### src/design/sk_map.vh
// command codes, field widths and timing counts of the serial key
`ifndef SK_MAP_VH
`define SK_MAP_VH
// ---------------------------------------------
// command words, byte 3 : byte 2 : function code
// ---------------------------------------------
`define SK_CMD_BITS 24
`define SK_CMD_NRD 24'hB00162
`define SK_CMD_NWR 24'hB0019D
`define SK_CMD_PID 24'hB0029D
`define SK_CMD_RCLK 24'hB002F1
`define SK_CMD_WDAY 24'hB002F2
`define SK_CMD_RDAY 24'hB002F3
`define SK_CMD_STOP 24'hB002F4
`define SK_CMD_ARM 24'hB002F5
`define SK_CMD_LOCK 24'hB002F6
// ---------------------------------------------
// field sizes
// ---------------------------------------------
`define SK_ID_BITS 64
`define SK_MEM_BITS 384
`define SK_PID_BITS 128
`define SK_CLK_BITS 20
`define SK_DAY_BITS 9
// ---------------------------------------------
// reset values and timing
// ---------------------------------------------
`define SK_LFSR_SEED 16'hACE1
`define SK_CLK_MHZ 25
`define SK_OSC_PERIOD_US 82400
`define SK_OSC_CYC (`SK_OSC_PERIOD_US * `SK_CLK_MHZ)
`define SK_FIFO_DEPTH 16
`define SK_FIFO_AW 4
`endif

### src/design/sk_sync.v
// two-flop synchroniser for pins arriving from outside the clock domain
`timescale 1ns/1ps
`default_nettype none
module sk_sync #(
	parameter W = 3
) (
	input wire clk_i,
	input wire rst_i,
	input wire [W-1:0] d_i,
	output reg [W-1:0] q_o
);
	reg [W-1:0] meta;
	always @(posedge clk_i) begin
		if (rst_i) begin
			meta <= {W{1'b0}};
			q_o <= {W{1'b0}};
		end else begin
			meta <= d_i;
			q_o <= meta;
		end
	end
endmodule
`default_nettype wire

### src/design/sk_fifo.v
// small synchronous FIFO with valid/ready on both sides
`timescale 1ns/1ps
`default_nettype none
module sk_fifo #(
	parameter W = 1,
	parameter D = 16,
	parameter AW = 4
) (
	input wire clk_i,
	input wire rst_i,
	input wire clr_i,
	input wire [W-1:0] in_data_i,
	input wire in_valid_i,
	output wire in_ready_o,
	output wire [W-1:0] out_data_o,
	output wire out_valid_o,
	input wire out_ready_i
);
	// depth must be a power of two so the pointers wrap on their own
	reg [W-1:0] mem [0:D-1];
	reg [AW-1:0] wp;
	reg [AW-1:0] rp;
	reg [AW:0] fill;
	wire push;
	wire pop;
	assign in_ready_o = (fill != D[AW:0]);
	assign out_valid_o = (fill != {(AW+1){1'b0}});
	assign out_data_o = mem[rp];
	assign push = in_valid_i & in_ready_o;
	assign pop = out_valid_o & out_ready_i;
	always @(posedge clk_i) begin
		if (push) begin
			mem[wp] <= in_data_i;
		end
	end
	always @(posedge clk_i) begin
		if (rst_i || clr_i) begin
			wp <= {AW{1'b0}};
			rp <= {AW{1'b0}};
			fill <= {(AW+1){1'b0}};
		end else begin
			if (push) begin
				wp <= wp + 1'b1;
			end
			if (pop) begin
				rp <= rp + 1'b1;
			end
			if (push && !pop) begin
				fill <= fill + 1'b1;
			end else if (pop && !push) begin
				fill <= fill - 1'b1;
			end
		end
	end
endmodule
`default_nettype wire

### src/design/sk_key.v
// serial security key with day clock and expiry countdown
`timescale 1ns/1ps
`default_nettype none
`include "sk_map.vh"
module sk_key #(
	parameter [21:0] OSC_CYC = `SK_OSC_CYC,
	parameter FIFO_DEPTH = `SK_FIFO_DEPTH,
	parameter FIFO_AW = `SK_FIFO_AW
) (
	input wire clk_i,
	input wire rst_i,
	input wire ten_i,
	input wire sclk_i,
	input wire dq_i,
	output reg dq_o,
	output reg dq_oe_o,
	output reg locked_o,
	output reg armed_o,
	output reg expired_o,
	output reg osc_on_o,
	output reg overrun_o
);
	// ---------------------------------------------
	// states
	// ---------------------------------------------
	localparam [3:0] ST_IDLE = 4'h0;
	localparam [3:0] ST_CMD = 4'h1;
	localparam [3:0] ST_ID = 4'h2;
	localparam [3:0] ST_CMP = 4'h3;
	localparam [3:0] ST_MEM = 4'h4;
	localparam [3:0] ST_GARB = 4'h5;
	localparam [3:0] ST_PID = 4'h6;
	localparam [3:0] ST_RCLK = 4'h7;
	localparam [3:0] ST_RDAY = 4'h8;
	localparam [3:0] ST_WDAY = 4'h9;
	localparam [3:0] ST_IGN = 4'hA;
	localparam [8:0] LAST_ID = `SK_ID_BITS - 1;
	localparam [8:0] LAST_MEM = `SK_MEM_BITS - 1;
	localparam [8:0] LAST_PID = `SK_PID_BITS - 1;
	localparam [8:0] LAST_CLK = `SK_CLK_BITS - 1;
	localparam [8:0] LAST_DAY = `SK_DAY_BITS - 1;
	localparam [8:0] LAST_CMD = `SK_CMD_BITS - 1;
	// ---------------------------------------------
	// pin synchronisers and edge detection
	// ---------------------------------------------
	wire [2:0] pins_s;
	wire ten_s;
	wire sclk_s;
	wire dq_s;
	reg ten_d;
	reg sclk_d;
	wire rise_ev;
	wire fall_ev;
	wire ten_up;
	wire ten_down;
	sk_sync #(
		.W(3)
	) u_sync (
		.clk_i(clk_i),
		.rst_i(rst_i),
		.d_i({ten_i, sclk_i, dq_i}),
		.q_o(pins_s)
	);
	assign ten_s = pins_s[2];
	assign sclk_s = pins_s[1];
	assign dq_s = pins_s[0];
	assign rise_ev = sclk_s & ~sclk_d & ten_s;
	assign fall_ev = ~sclk_s & sclk_d & ten_s;
	assign ten_up = ten_s & ~ten_d;
	assign ten_down = ~ten_s & ten_d;
	always @(posedge clk_i) begin
		if (rst_i) begin
			ten_d <= 1'b0;
			sclk_d <= 1'b0;
		end else begin
			ten_d <= ten_s;
			sclk_d <= sclk_s;
		end
	end
	// ---------------------------------------------
	// input bit FIFO
	// ---------------------------------------------
	// consumption pauses in a cycle that loads the pin, so the bit counter
	// never moves under the output mux while it is being sampled
	wire fifo_in_ready;
	wire bit_in;
	wire bit_valid;
	wire take;
	sk_fifo #(
		.W(1),
		.D(FIFO_DEPTH),
		.AW(FIFO_AW)
	) u_fifo (
		.clk_i(clk_i),
		.rst_i(rst_i),
		.clr_i(~ten_s),
		.in_data_i(dq_s),
		.in_valid_i(rise_ev),
		.in_ready_o(fifo_in_ready),
		.out_data_o(bit_in),
		.out_valid_o(bit_valid),
		.out_ready_i(~fall_ev)
	);
	assign take = bit_valid & ~fall_ev;
	// ---------------------------------------------
	// stored state
	// ---------------------------------------------
	reg [3:0] st;
	reg [8:0] cnt;
	reg [23:0] cmd;
	reg wr_mode;
	reg miss;
	reg [`SK_ID_BITS-1:0] id_mem;
	reg [`SK_ID_BITS-1:0] match_mem;
	reg [`SK_MEM_BITS-1:0] sec_mem;
	reg [`SK_CLK_BITS-1:0] day_clk;
	reg [`SK_CLK_BITS-1:0] clk_snap;
	reg [`SK_DAY_BITS-1:0] days;
	reg [`SK_DAY_BITS-1:0] days_sh;
	reg [21:0] osc_cnt;
	reg [15:0] lfsr;
	wire [23:0] next_cmd;
	wire next_miss;
	wire osc_tick;
	wire day_wrap;
	assign next_cmd = {bit_in, cmd[23:1]};
	assign next_miss = miss | (bit_in != match_mem[cnt[5:0]]);
	assign osc_tick = osc_on_o && (osc_cnt == OSC_CYC - 22'h1);
	assign day_wrap = osc_tick && (day_clk == {`SK_CLK_BITS{1'b1}});
	// ---------------------------------------------
	// oscillator, day clock and garble source
	// ---------------------------------------------
	always @(posedge clk_i) begin
		if (rst_i) begin
			osc_cnt <= 22'h0;
			day_clk <= {`SK_CLK_BITS{1'b0}};
		end else if (osc_on_o) begin
			if (osc_tick) begin
				osc_cnt <= 22'h0;
				day_clk <= day_clk + 1'b1;
			end else begin
				osc_cnt <= osc_cnt + 22'h1;
			end
		end
	end
	// garble source for failed matches; free running so it is not replayable
	always @(posedge clk_i) begin
		if (rst_i) begin
			lfsr <= `SK_LFSR_SEED;
		end else begin
			lfsr <= {lfsr[14:0], lfsr[15] ^ lfsr[13] ^ lfsr[12] ^ lfsr[10]};
		end
	end
	// ---------------------------------------------
	// command sequencer
	// ---------------------------------------------
	always @(posedge clk_i) begin
		if (rst_i) begin
			st <= ST_IDLE;
			cnt <= 9'h0;
			cmd <= 24'h0;
			wr_mode <= 1'b0;
			miss <= 1'b0;
			id_mem <= {`SK_ID_BITS{1'b0}};
			match_mem <= {`SK_ID_BITS{1'b0}};
			sec_mem <= {`SK_MEM_BITS{1'b0}};
			clk_snap <= {`SK_CLK_BITS{1'b0}};
			days <= {`SK_DAY_BITS{1'b0}};
			days_sh <= {`SK_DAY_BITS{1'b0}};
			locked_o <= 1'b0;
			armed_o <= 1'b0;
			expired_o <= 1'b0;
			osc_on_o <= 1'b0;
		end else begin
			// expiry is sticky: the days count cannot be rewritten once set
			if (day_wrap && !expired_o) begin
				if (days == {`SK_DAY_BITS{1'b0}}) begin
					expired_o <= 1'b1;
				end
				days <= days - 1'b1;
			end
			if (ten_down || !ten_s) begin
				st <= ST_IDLE;
			end else if (ten_up) begin
				st <= ST_CMD;
				cnt <= 9'h0;
			end else if (take) begin
				cnt <= cnt + 9'h1;
				case (st)
				ST_CMD: begin
					cmd <= next_cmd;
					if (cnt == LAST_CMD) begin
						cnt <= 9'h0;
						clk_snap <= day_clk;
						st <= ST_IGN;
						// any complete command word, decoded or not, starts a locked, armed key
						if (armed_o && locked_o) begin
							osc_on_o <= 1'b1;
						end
						case (next_cmd)
						`SK_CMD_NRD: begin
							wr_mode <= 1'b0;
							st <= ST_ID;
							if (armed_o) begin
								osc_on_o <= 1'b1;
							end
						end
						`SK_CMD_NWR: begin
							wr_mode <= 1'b1;
							if (!expired_o) begin
								st <= ST_ID;
							end
						end
						`SK_CMD_PID: begin
							if (!expired_o) begin
								id_mem <= {`SK_ID_BITS{1'b0}};
								match_mem <= {`SK_ID_BITS{1'b0}};
								sec_mem <= {`SK_MEM_BITS{1'b0}};
								st <= ST_PID;
							end
						end
						`SK_CMD_RCLK: begin
							st <= ST_RCLK;
						end
						`SK_CMD_RDAY: begin
							st <= ST_RDAY;
						end
						`SK_CMD_WDAY: begin
							if (!expired_o && !locked_o) begin
								st <= ST_WDAY;
							end
						end
						`SK_CMD_ARM: begin
							armed_o <= 1'b1;
						end
						`SK_CMD_LOCK: begin
							locked_o <= 1'b1;
						end
						`SK_CMD_STOP: begin
							if (!locked_o) begin
								osc_on_o <= 1'b0;
							end
						end
						default: begin
							st <= ST_IGN;
						end
						endcase
					end
				end
				ST_ID: begin
					if (cnt == LAST_ID) begin
						cnt <= 9'h0;
						miss <= 1'b0;
						st <= ST_CMP;
					end
				end
				ST_CMP: begin
					miss <= next_miss;
					if (cnt == LAST_ID) begin
						cnt <= 9'h0;
						if (!next_miss) begin
							st <= ST_MEM;
						end else if (wr_mode) begin
							st <= ST_IGN;
						end else begin
							st <= ST_GARB;
						end
					end
				end
				ST_MEM: begin
					if (wr_mode) begin
						sec_mem[cnt] <= bit_in;
					end
					if (cnt == LAST_MEM) begin
						st <= ST_IGN;
					end
				end
				ST_GARB: begin
					if (cnt == LAST_MEM) begin
						st <= ST_IGN;
					end
				end
				ST_PID: begin
					if (cnt[6]) begin
						match_mem[cnt[5:0]] <= bit_in;
					end else begin
						id_mem[cnt[5:0]] <= bit_in;
					end
					if (cnt == LAST_PID) begin
						st <= ST_IGN;
					end
				end
				ST_RCLK: begin
					if (cnt == LAST_CLK) begin
						st <= ST_IGN;
					end
				end
				ST_RDAY: begin
					if (cnt == LAST_DAY) begin
						st <= ST_IGN;
					end
				end
				ST_WDAY: begin
					days_sh <= {bit_in, days_sh[`SK_DAY_BITS-1:1]};
					if (cnt == LAST_DAY) begin
						// a rollover in this cycle loses to the host's value
						days <= {bit_in, days_sh[`SK_DAY_BITS-1:1]};
						st <= ST_IGN;
					end
				end
				default: begin
					cnt <= cnt;
				end
				endcase
			end
		end
	end
	// ---------------------------------------------
	// data pin driver
	// ---------------------------------------------
	// the pin is loaded on the falling edge and released on the next rising
	// edge, so the host always sees a high impedance gap while it drives
	always @(posedge clk_i) begin
		if (rst_i) begin
			dq_o <= 1'b0;
			dq_oe_o <= 1'b0;
		end else if (!ten_s) begin
			dq_oe_o <= 1'b0;
		end else if (rise_ev) begin
			dq_oe_o <= 1'b0;
		end else if (fall_ev) begin
			dq_oe_o <= 1'b1;
			case (st)
			ST_ID: begin
				dq_o <= id_mem[cnt[5:0]];
			end
			ST_MEM: begin
				dq_o <= sec_mem[cnt];
				dq_oe_o <= ~wr_mode;
			end
			ST_GARB: begin
				dq_o <= lfsr[0];
			end
			ST_RCLK: begin
				dq_o <= clk_snap[cnt[4:0]];
			end
			ST_RDAY: begin
				dq_o <= expired_o | days[cnt[3:0]];
			end
			default: begin
				dq_oe_o <= 1'b0;
			end
			endcase
		end
	end
	// ---------------------------------------------
	// overrun flag
	// ---------------------------------------------
	// a clock edge arriving with the FIFO full is lost; flag it until the
	// next transfer starts
	always @(posedge clk_i) begin
		if (rst_i) begin
			overrun_o <= 1'b0;
		end else if (rise_ev && !fifo_in_ready) begin
			overrun_o <= 1'b1;
		end else if (ten_up) begin
			overrun_o <= 1'b0;
		end
	end
endmodule
`default_nettype wire

### config.mk
export PLATFORM = sky130hd
export DESIGN_NAME = sk_key
export DESIGN_NICKNAME = d
export VERILOG_FILES = /design/src/design/sk_sync.v /design/src/design/sk_fifo.v /design/src/design/sk_key.v
export VERILOG_INCLUDE_DIRS = /design/src /design/src/design
export SDC_FILE = /design/constraint.sdc
export NUM_CORES = 2
export LEC_CHECK = 0
export ABC_CLOCK_PERIOD_IN_PS = 8100
export BUFFER_PORTS_ARGS = -buffer_cell sky130_fd_sc_hd__buf_2
export CORE_MARGIN = 5
export CORE_UTILIZATION = 59
export CTS_BUF_LIST = sky130_fd_sc_hd__clkbuf_4 sky130_fd_sc_hd__clkbuf_8
export CTS_CLUSTER_SIZE = 10
export DETAILED_ROUTE_END_ITERATION = 7
export PLACE_DENSITY = 0.79
export RECOVER_POWER = 50
export SLEW_MARGIN = 20
export SYNTH_ARGS = -nofsm -noshare
export SYNTH_HDL_FRONTEND = slang
export SYNTH_SLANG_ARGS = --single-unit
### constraint.sdc
create_clock -name clk_i -period 8.1 [get_ports clk_i]
set_input_delay 0.81 -clock clk_i [delete_from_list [all_inputs] [get_ports clk_i]]
set_output_delay 0.81 -clock clk_i [all_outputs]
set_load 0.02 [all_outputs]
## Yosys cells after proc, flatten, opt, wreduce, memory -nomap -nowiden

Memory sizes are Yosys's and may differ from the RTL's. A register that Yosys moved wholly into a read port is not among the register bits.
Index checks and enable logic that the tools add are counted.

| word-level totals | value |
|---|---|
| memories | 1 |
| output and inout bits | 7 |
| flip-flop bits (word level) | 675 |
| bits in writable memories | 16 |

| operators by class | value |
|---|---|
| $add $sub $neg | 8 |
| order comparisons | 6 |
| bitwise operators | 22 |
| equal/unequal tests | 47 |
| muxes and demuxes | 74 |
| reductions and logical operators | 55 |

Memories:

| name | depth | width | rd ports | clocked after memory_dff | wr ports | RTL line | text |
|---|---|---|---|---|---|---|---|
| u_fifo.mem | 16 | 1 | 1 | 1 | 1 | sk_fifo.v:20 | `reg [W-1:0] mem [0:D-1];` |

Operators with widths:

| cell | number |
|---|---|
| 384-bit 2-to-1 mux | 4 |
| 384-bit one-hot mux with 2 select lines | 1 |
| 384-bit bitwise mux | 1 |
| 64-bit 2-to-1 mux | 5 |
| 64-bit one-hot mux with 2 select lines | 2 |
| 24-bit equality test, second input constant | 9 |
| 64-bit bitwise mux | 2 |
| 9-bit 2-to-1 mux | 10 |
| 4-bit 2-to-1 mux | 13 |
| 4-bit one-hot mux with 7 select lines | 1 |
| 9-bit one-hot mux with 3 select lines | 1 |
| 4-bit one-hot mux with 6 select lines | 1 |
| 8-bit AND reduction | 3 |
| 22-bit by 1-bit adder with 22-bit output, second input constant | 1 |
| 22-bit by 21-bit equality test with 1-bit output, second input constant | 1 |
| 22-bit 2-to-1 mux | 1 |
| 20-bit by 1-bit adder with 20-bit output, second input constant | 1 |
| 20-bit equality test, second input constant | 1 |
| 9-bit by 5-bit equality test with 1-bit output, second input constant | 2 |
| 2-bit != test, second input constant | 9 |
| 6-bit AND reduction | 3 |
| 9-bit AND reduction | 2 |
| 1-bit 2-to-1 mux | 17 |
| 4-bit by 3-bit equality test with 1-bit output, second input constant | 4 |
| other kinds (54) | 117 |

## Depth between registers and ports, before layout

| depth | value |
|---|---|
| depth in word-level cells | 10 |
| gate-level depth with buffers | 16 |
| gate-level depth less buffers | 12 |

## Cells and area by module

A second synthesis with hierarchy kept.

| second synthesis, totals | value |
|---|---|
| cell total of the unflattened synthesis | 4474 |
| area total of the unflattened synthesis | 34304.2 um2 |

By module, submodules not included:

| module | cells an instance | times used | area each (um2) | sequential area each (um2) |
|---|---|---|---|---|
| sk_key | 4329 | 1 | 32563.7 | 13092.6 |
| sk_fifo | 133 | 1 | 1582.8 | 820.8 |
| sk_sync | 12 | 1 | 157.7 | 120.1 |

## Least setup slack after synthesis

No wires, ideal clock.

| timing path | value |
|---|---|
| path type | reg2reg |
| from | reg cnt[0] |
| to | reg sec_mem[168] |
| data required time | 8.022 ns |
| period minus slack after synthesis | 3.237 ns |
| data arrival time | 3.159 ns |
| buffers on the path | 8 |
| setup slack | 4.863 ns |
| stages on the path, launching flop included | 15 |
| library setup time | 0.078 ns |
| cell sequence | dfxtp_1 clkbuf_1 buf_2 buf_2 inv_1 clkbuf_1 buf_1 ha_1 and2_1 clkbuf_1 and3_1 clkbuf_1 clkbuf_1 a21oi_1 nor3_1 |

| on the way | value |
|---|---|
| cells in the longest elaborated chain, start to end | 7 |

RTL lines:

| what | RTL line | text |
|---|---|---|
| from (decl) | sk_key.v:109 | `reg [8:0] cnt;` |
| from (signal assigned) | sk_key.v:188 | `cnt <= cnt + 9'h1;` |
| from (signal assigned) | sk_key.v:312 | `cnt <= cnt;` |
| 9-bit by 10-bit < comparator with 1-bit output (not written as such) or 9-bit by 1-bit greater-or-equal comparator with 1-bit output (tied branches) | sk_key.v:272 | `sec_mem[cnt] <= bit_in;` |
| 1-bit logical AND (not written as such) | sk_key.v:272 |  |
| 1-bit 2-to-1 mux (not written as such) | sk_key.v:272 |  |
| 1-bit demux with 9-bit select | sk_key.v:272 |  |
| 384-bit bitwise mux | sk_key.v:272 |  |
| 384-bit 2-to-1 mux | sk_key.v:271 | `if (wr_mode) begin` |
| 384-bit one-hot mux with 2 select lines | sk_key.v:189 | `case (st)` |
| to (signal assigned) | sk_key.v:166 | `` sec_mem <= {`SK_MEM_BITS{1'b0}}; `` |
| to (signal assigned) | sk_key.v:218 | `` sec_mem <= {`SK_MEM_BITS{1'b0}}; `` |
| to (signal, indexed assignment) | sk_key.v:272 |  |
| to (decl) | sk_key.v:115 | `` reg [`SK_MEM_BITS-1:0] sec_mem; `` |

Parallel ways exist; a longest one is shown, timed or not. The select of a mux whose other input is x is not followed.
A chain may end at the register's enable or synchronous reset.

## Final worst setup path

| timing path | value |
|---|---|
| from | reg cnt[0] |
| to | reg sec_mem[298] |

Same word-level chain as after synthesis.

==> summary.md <==
| Metric | Value |
|---|---|
| Top layer reached by signal wires | `met4` |
| Multi-input gate area | `19600 um^2` |
| Final antenna-violating net count | `0` |
| Port Buffers | `11` |
| CTS Hold Bufs | `0` |
| Sequential share of the synthesized area | `0.394` |
| Ys Warns | `0` |
| CTS tree | `yes` |
| Worst Setup Start Kind | `flip-flop` |
| Antenna violations before repair | `1` |
| Worst setup EP type | `flip-flop` |
| Die ar. | `65400 um^2` |
| FFs w/ async S/R, synth | `0` |
| Mean post-synth cell area | `7.78 um^2` |
| Longest Clk Path Bufs | `3` |
| Critical Path AT | `6.60 ns` |
| Top Ports | `12` |
| Core area | `60100 um^2` |
| Starting Density | `0.593` |
| Wl on met1 | `45800 um` |
| Total GRT Usage | `0.339` |
| Path type of the worst min-delay path | `input port to flip-flop` |
| Final Cell Area | `38100 um^2` |
| P_leak | `13.2 nW` |
| Vias in the first global route | `31800` |
| Worst-path clk slew | `0.06 ns` |
| CTS root buffer | `clkbuf_8` |
| Die height | `about 260 um` |
| Cell Rows | `90` |
| Final Hold Fails | `0` |
| Failing checks | `DRC, capacitance limit, slew limit` |
| Max Cap Viol | `6` |
| First-pass GRT wire length | `roughly 180000 um` |
| Area Growth Syn to Fin | `6.81%` |
| Met3 WL | `~15000 um` |
| Largest net degree at the start of global routing | `202` |
| Total iterations of the first detailed-routing run | `8` |
| Register Area | `roughly 14000 um^2` |
| Setup bufs post-CTS | `0` |
| Worst skew pair latency | `approximately 0.75 ns` |
| # setup viols final | `0` |
| Crit-path cells | `inv_1 > clkbuf_1 > ha_1 > and2_2 > and3_1 > buf_4 > a211oi_1 > nor3_1` |
| Vias per inst | `6.86` |
| Synth Instances | `4579` |
| Outcome | `finished, violations left` |
| Cell Area, Placed | `between 30000 and 40000 um^2` |
| Max-slew headroom | `-2.03` |
| Critical Path RT | `8.53 ns` |
| Met2 WL | `49500 um` |
| CP bufs+invs | `3` |
| Worst path slowest cell | `dfxtp_1` |
| WP depth | `8` |
| Post-DP HPWL | `66300 um` |
| Filler instances | `5272` |
| Worst IR Drop VDD | `0.244 mV` |
| H-tree Lvls | `3` |
| Setup_tns | `0 ns` |
| Placed insts | `slightly below 5000` |
| Overflow after GRT | `0` |
| Fin Hold WS | `around 0.3 ns` |
| Share of layout cells above drive strength 1 | `0.103` |
| Pwr dens | `180 nW/um^2` |
| Final worst path period share | `0.762` |
| Post_cts resized | `0` |
| Unique masters post-synth | `75` |
| Total power | `6.86 mW` |
| Post-Route WL | `118000 um` |
| Hold Crit Depth | `2` |
| 1st-iter DRT viols | `~5800` |
| Final core occ | `0.633` |
| Die X | `256 um` |
| Worst slew pin tran | `4.54 ns` |
| #FFs+latches synth | `693` |
| Reg2Reg Depth | `8` |
| Crit Path Class | `flip-flop to flip-flop` |
| Cell Count, Final, Fillers Out | `5127` |
| Slowest stage delay, CP | `~2 ns` |
| RSZ-0062 raised after global routing | `false` |
| Worst slack at placement | `4.11 ns` |
| Avg WL per Cell | `23.0 um` |
| Final-report max-slew violation count | `around 480` |
| Nets | `between 4000 and 5000` |
| Clock sinks | `693` |
| Vias | `35200` |
| Syn nets | `4601` |
| Max Fclk | `roughly 160 MHz` |
| DR DRC count | `7` |
| Post-synth EDFFs | `16` |
| GPL Wtd Cong | `1.01` |
| CTS buffer count | `113` |
| CP delay by family, top | `buffers and inverters` |
| Worst Slack Setup Final | `1.93 ns` |
| Final Skew | `0.0316 ns` |
| Min Tclk post-route | `6.17 ns` |
| Ys flop type | `dfxtp_1` |
| Max FO, Critical Path | `45` |
| Mapped Area | `35600 um^2` |
## cell families (layout without fill, tap and decap cells)
group                      Yosys count  in the layout  synth area share
and+or+nand+nor                   1218           1218             0.165
muxes                              160            160            0.0613
AOI/OAI and AO/OA                 1870           1870             0.299
DFF                                693            693             0.394
other                                0              1                 0
adders and majority gates           17             17           0.00618
xor gates and xnor gates            50             50            0.0123
buffers and inverters              571            336            0.0619
## worst register-to-register path: cells and delay by family (launching register included)
family,cells,cell delay (ns)
flops,1,2.00
fa+ha+maj,1,0.52
buf+inv,3,2.13
simple gates,3,0.89
compound gates,1,0.33
## routing by layer
| metal | up-vias | track usage |
|---|---|---|
| met5 | - | 0.00585 |
| met4 | 0 | 0.182 |
| met1 | 16400 | 0.456 |
| met2 | 2382 | 0.493 |
| li1 | 15900 | - |
| met3 | 515 | 0.0971 |
## placed cells by master, fill, tap and decap left out, types with 18 or more instances in the layout
cell type,count
a21oi_1,942
nand3_1,39
a31oi_1,23
and3_1,32
dfxtp_1,674
nor2_1,151
or3_1,19
a221oi_1,26
nor3_1,285
clkinv_2,18
nand2b_1,18
clkbuf_4,30
a22oi_1,45
inv_1,20
and2_1,19
mux2i_1,80
mux4_2,43
mux2_2,37
clkbuf_8,143
nand2_1,380
nor2b_1,159
a211oi_1,268
o21ai_0,452
buf_4,81
xor2_1,33
## layout make-up
type,count,area share
timing repair buffer,108,0.0235
multi-input combinational,3315,0.515
tap,782,0.0257
sequential,693,0.369
inverter,22,0.00217
clock inverter,33,0.00671
antenna,1,0.0000657
clock buffer,173,0.0576
## path summary, 6_finish.rpt
check	to	start	slack (ns)
max	sec_mem[298]	cnt[0]	1.93
min	u_sync.meta[1]	sclk_i	0.30
max reg2reg	sec_mem[298]	cnt[0]	1.93
min reg2reg	lfsr[7]	lfsr[6]	0.41
## flip-flops by register name, summed over array words and instances, names as in the netlist, 3 cells and up, named ones only
| register | count |
|---|---|
| u_sync.q_o | 3 |
| id_mem | 64 |
| day_clk | 20 |
| u_sync.meta | 3 |
| u_fifo.fill | 5 |
| match_mem | 64 |
| osc_cnt | 22 |
| st | 4 |
| u_fifo.wp | 4 |
| cnt | 9 |
| days_sh | 8 |
| cmd | 23 |
| lfsr | 16 |
| u_fifo.mem | 16 |
| days | 9 |
| u_fifo.rp | 4 |
| sec_mem | 384 |
| clk_snap | 20 |
## cell usage after synthesis (11+ instances only)
cell type,count,share of area
edfxtp_1,16,0.013
nand2_1,384,0.040
nor2_1,182,0.019
a221oi_1,26,0.0064
buf_2,40,0.0056
ha_1,16,0.0056
inv_1,21,0.0022
xnor2_1,17,0.0042
a211oi_1,267,0.056
mux2_2,37,0.012
mux4_2,43,0.027
or2_2,11,0.0019
and2_1,21,0.0037
a31oi_1,23,0.0040
nor2b_1,164,0.029
mux2i_1,80,0.022
a21oi_1,943,0.13
nor3_1,287,0.040
o21ai_0,452,0.063
nand4_1,16,0.0028
or3_1,21,0.0037
o22ai_1,17,0.0030
clkbuf_1,480,0.051
and3_1,33,0.0058
buf_1,27,0.0028
a22oi_1,45,0.0095
dfxtp_1,677,0.38
nand3_1,39,0.0055
nand2b_1,18,0.0032
xor2_1,33,0.0081
## report_power, final
group | leakage [nW] | internal (mW) | switching, mW
combinational | 6.30 | 0.0236 | 0.104
clock | 1.30 | 1.82 | 1.47
sequential | 5.63 | 3.43 | 0.0109
total | 13.2 | 5.27 | 1.59
Power figures use the tool's default switching activity.
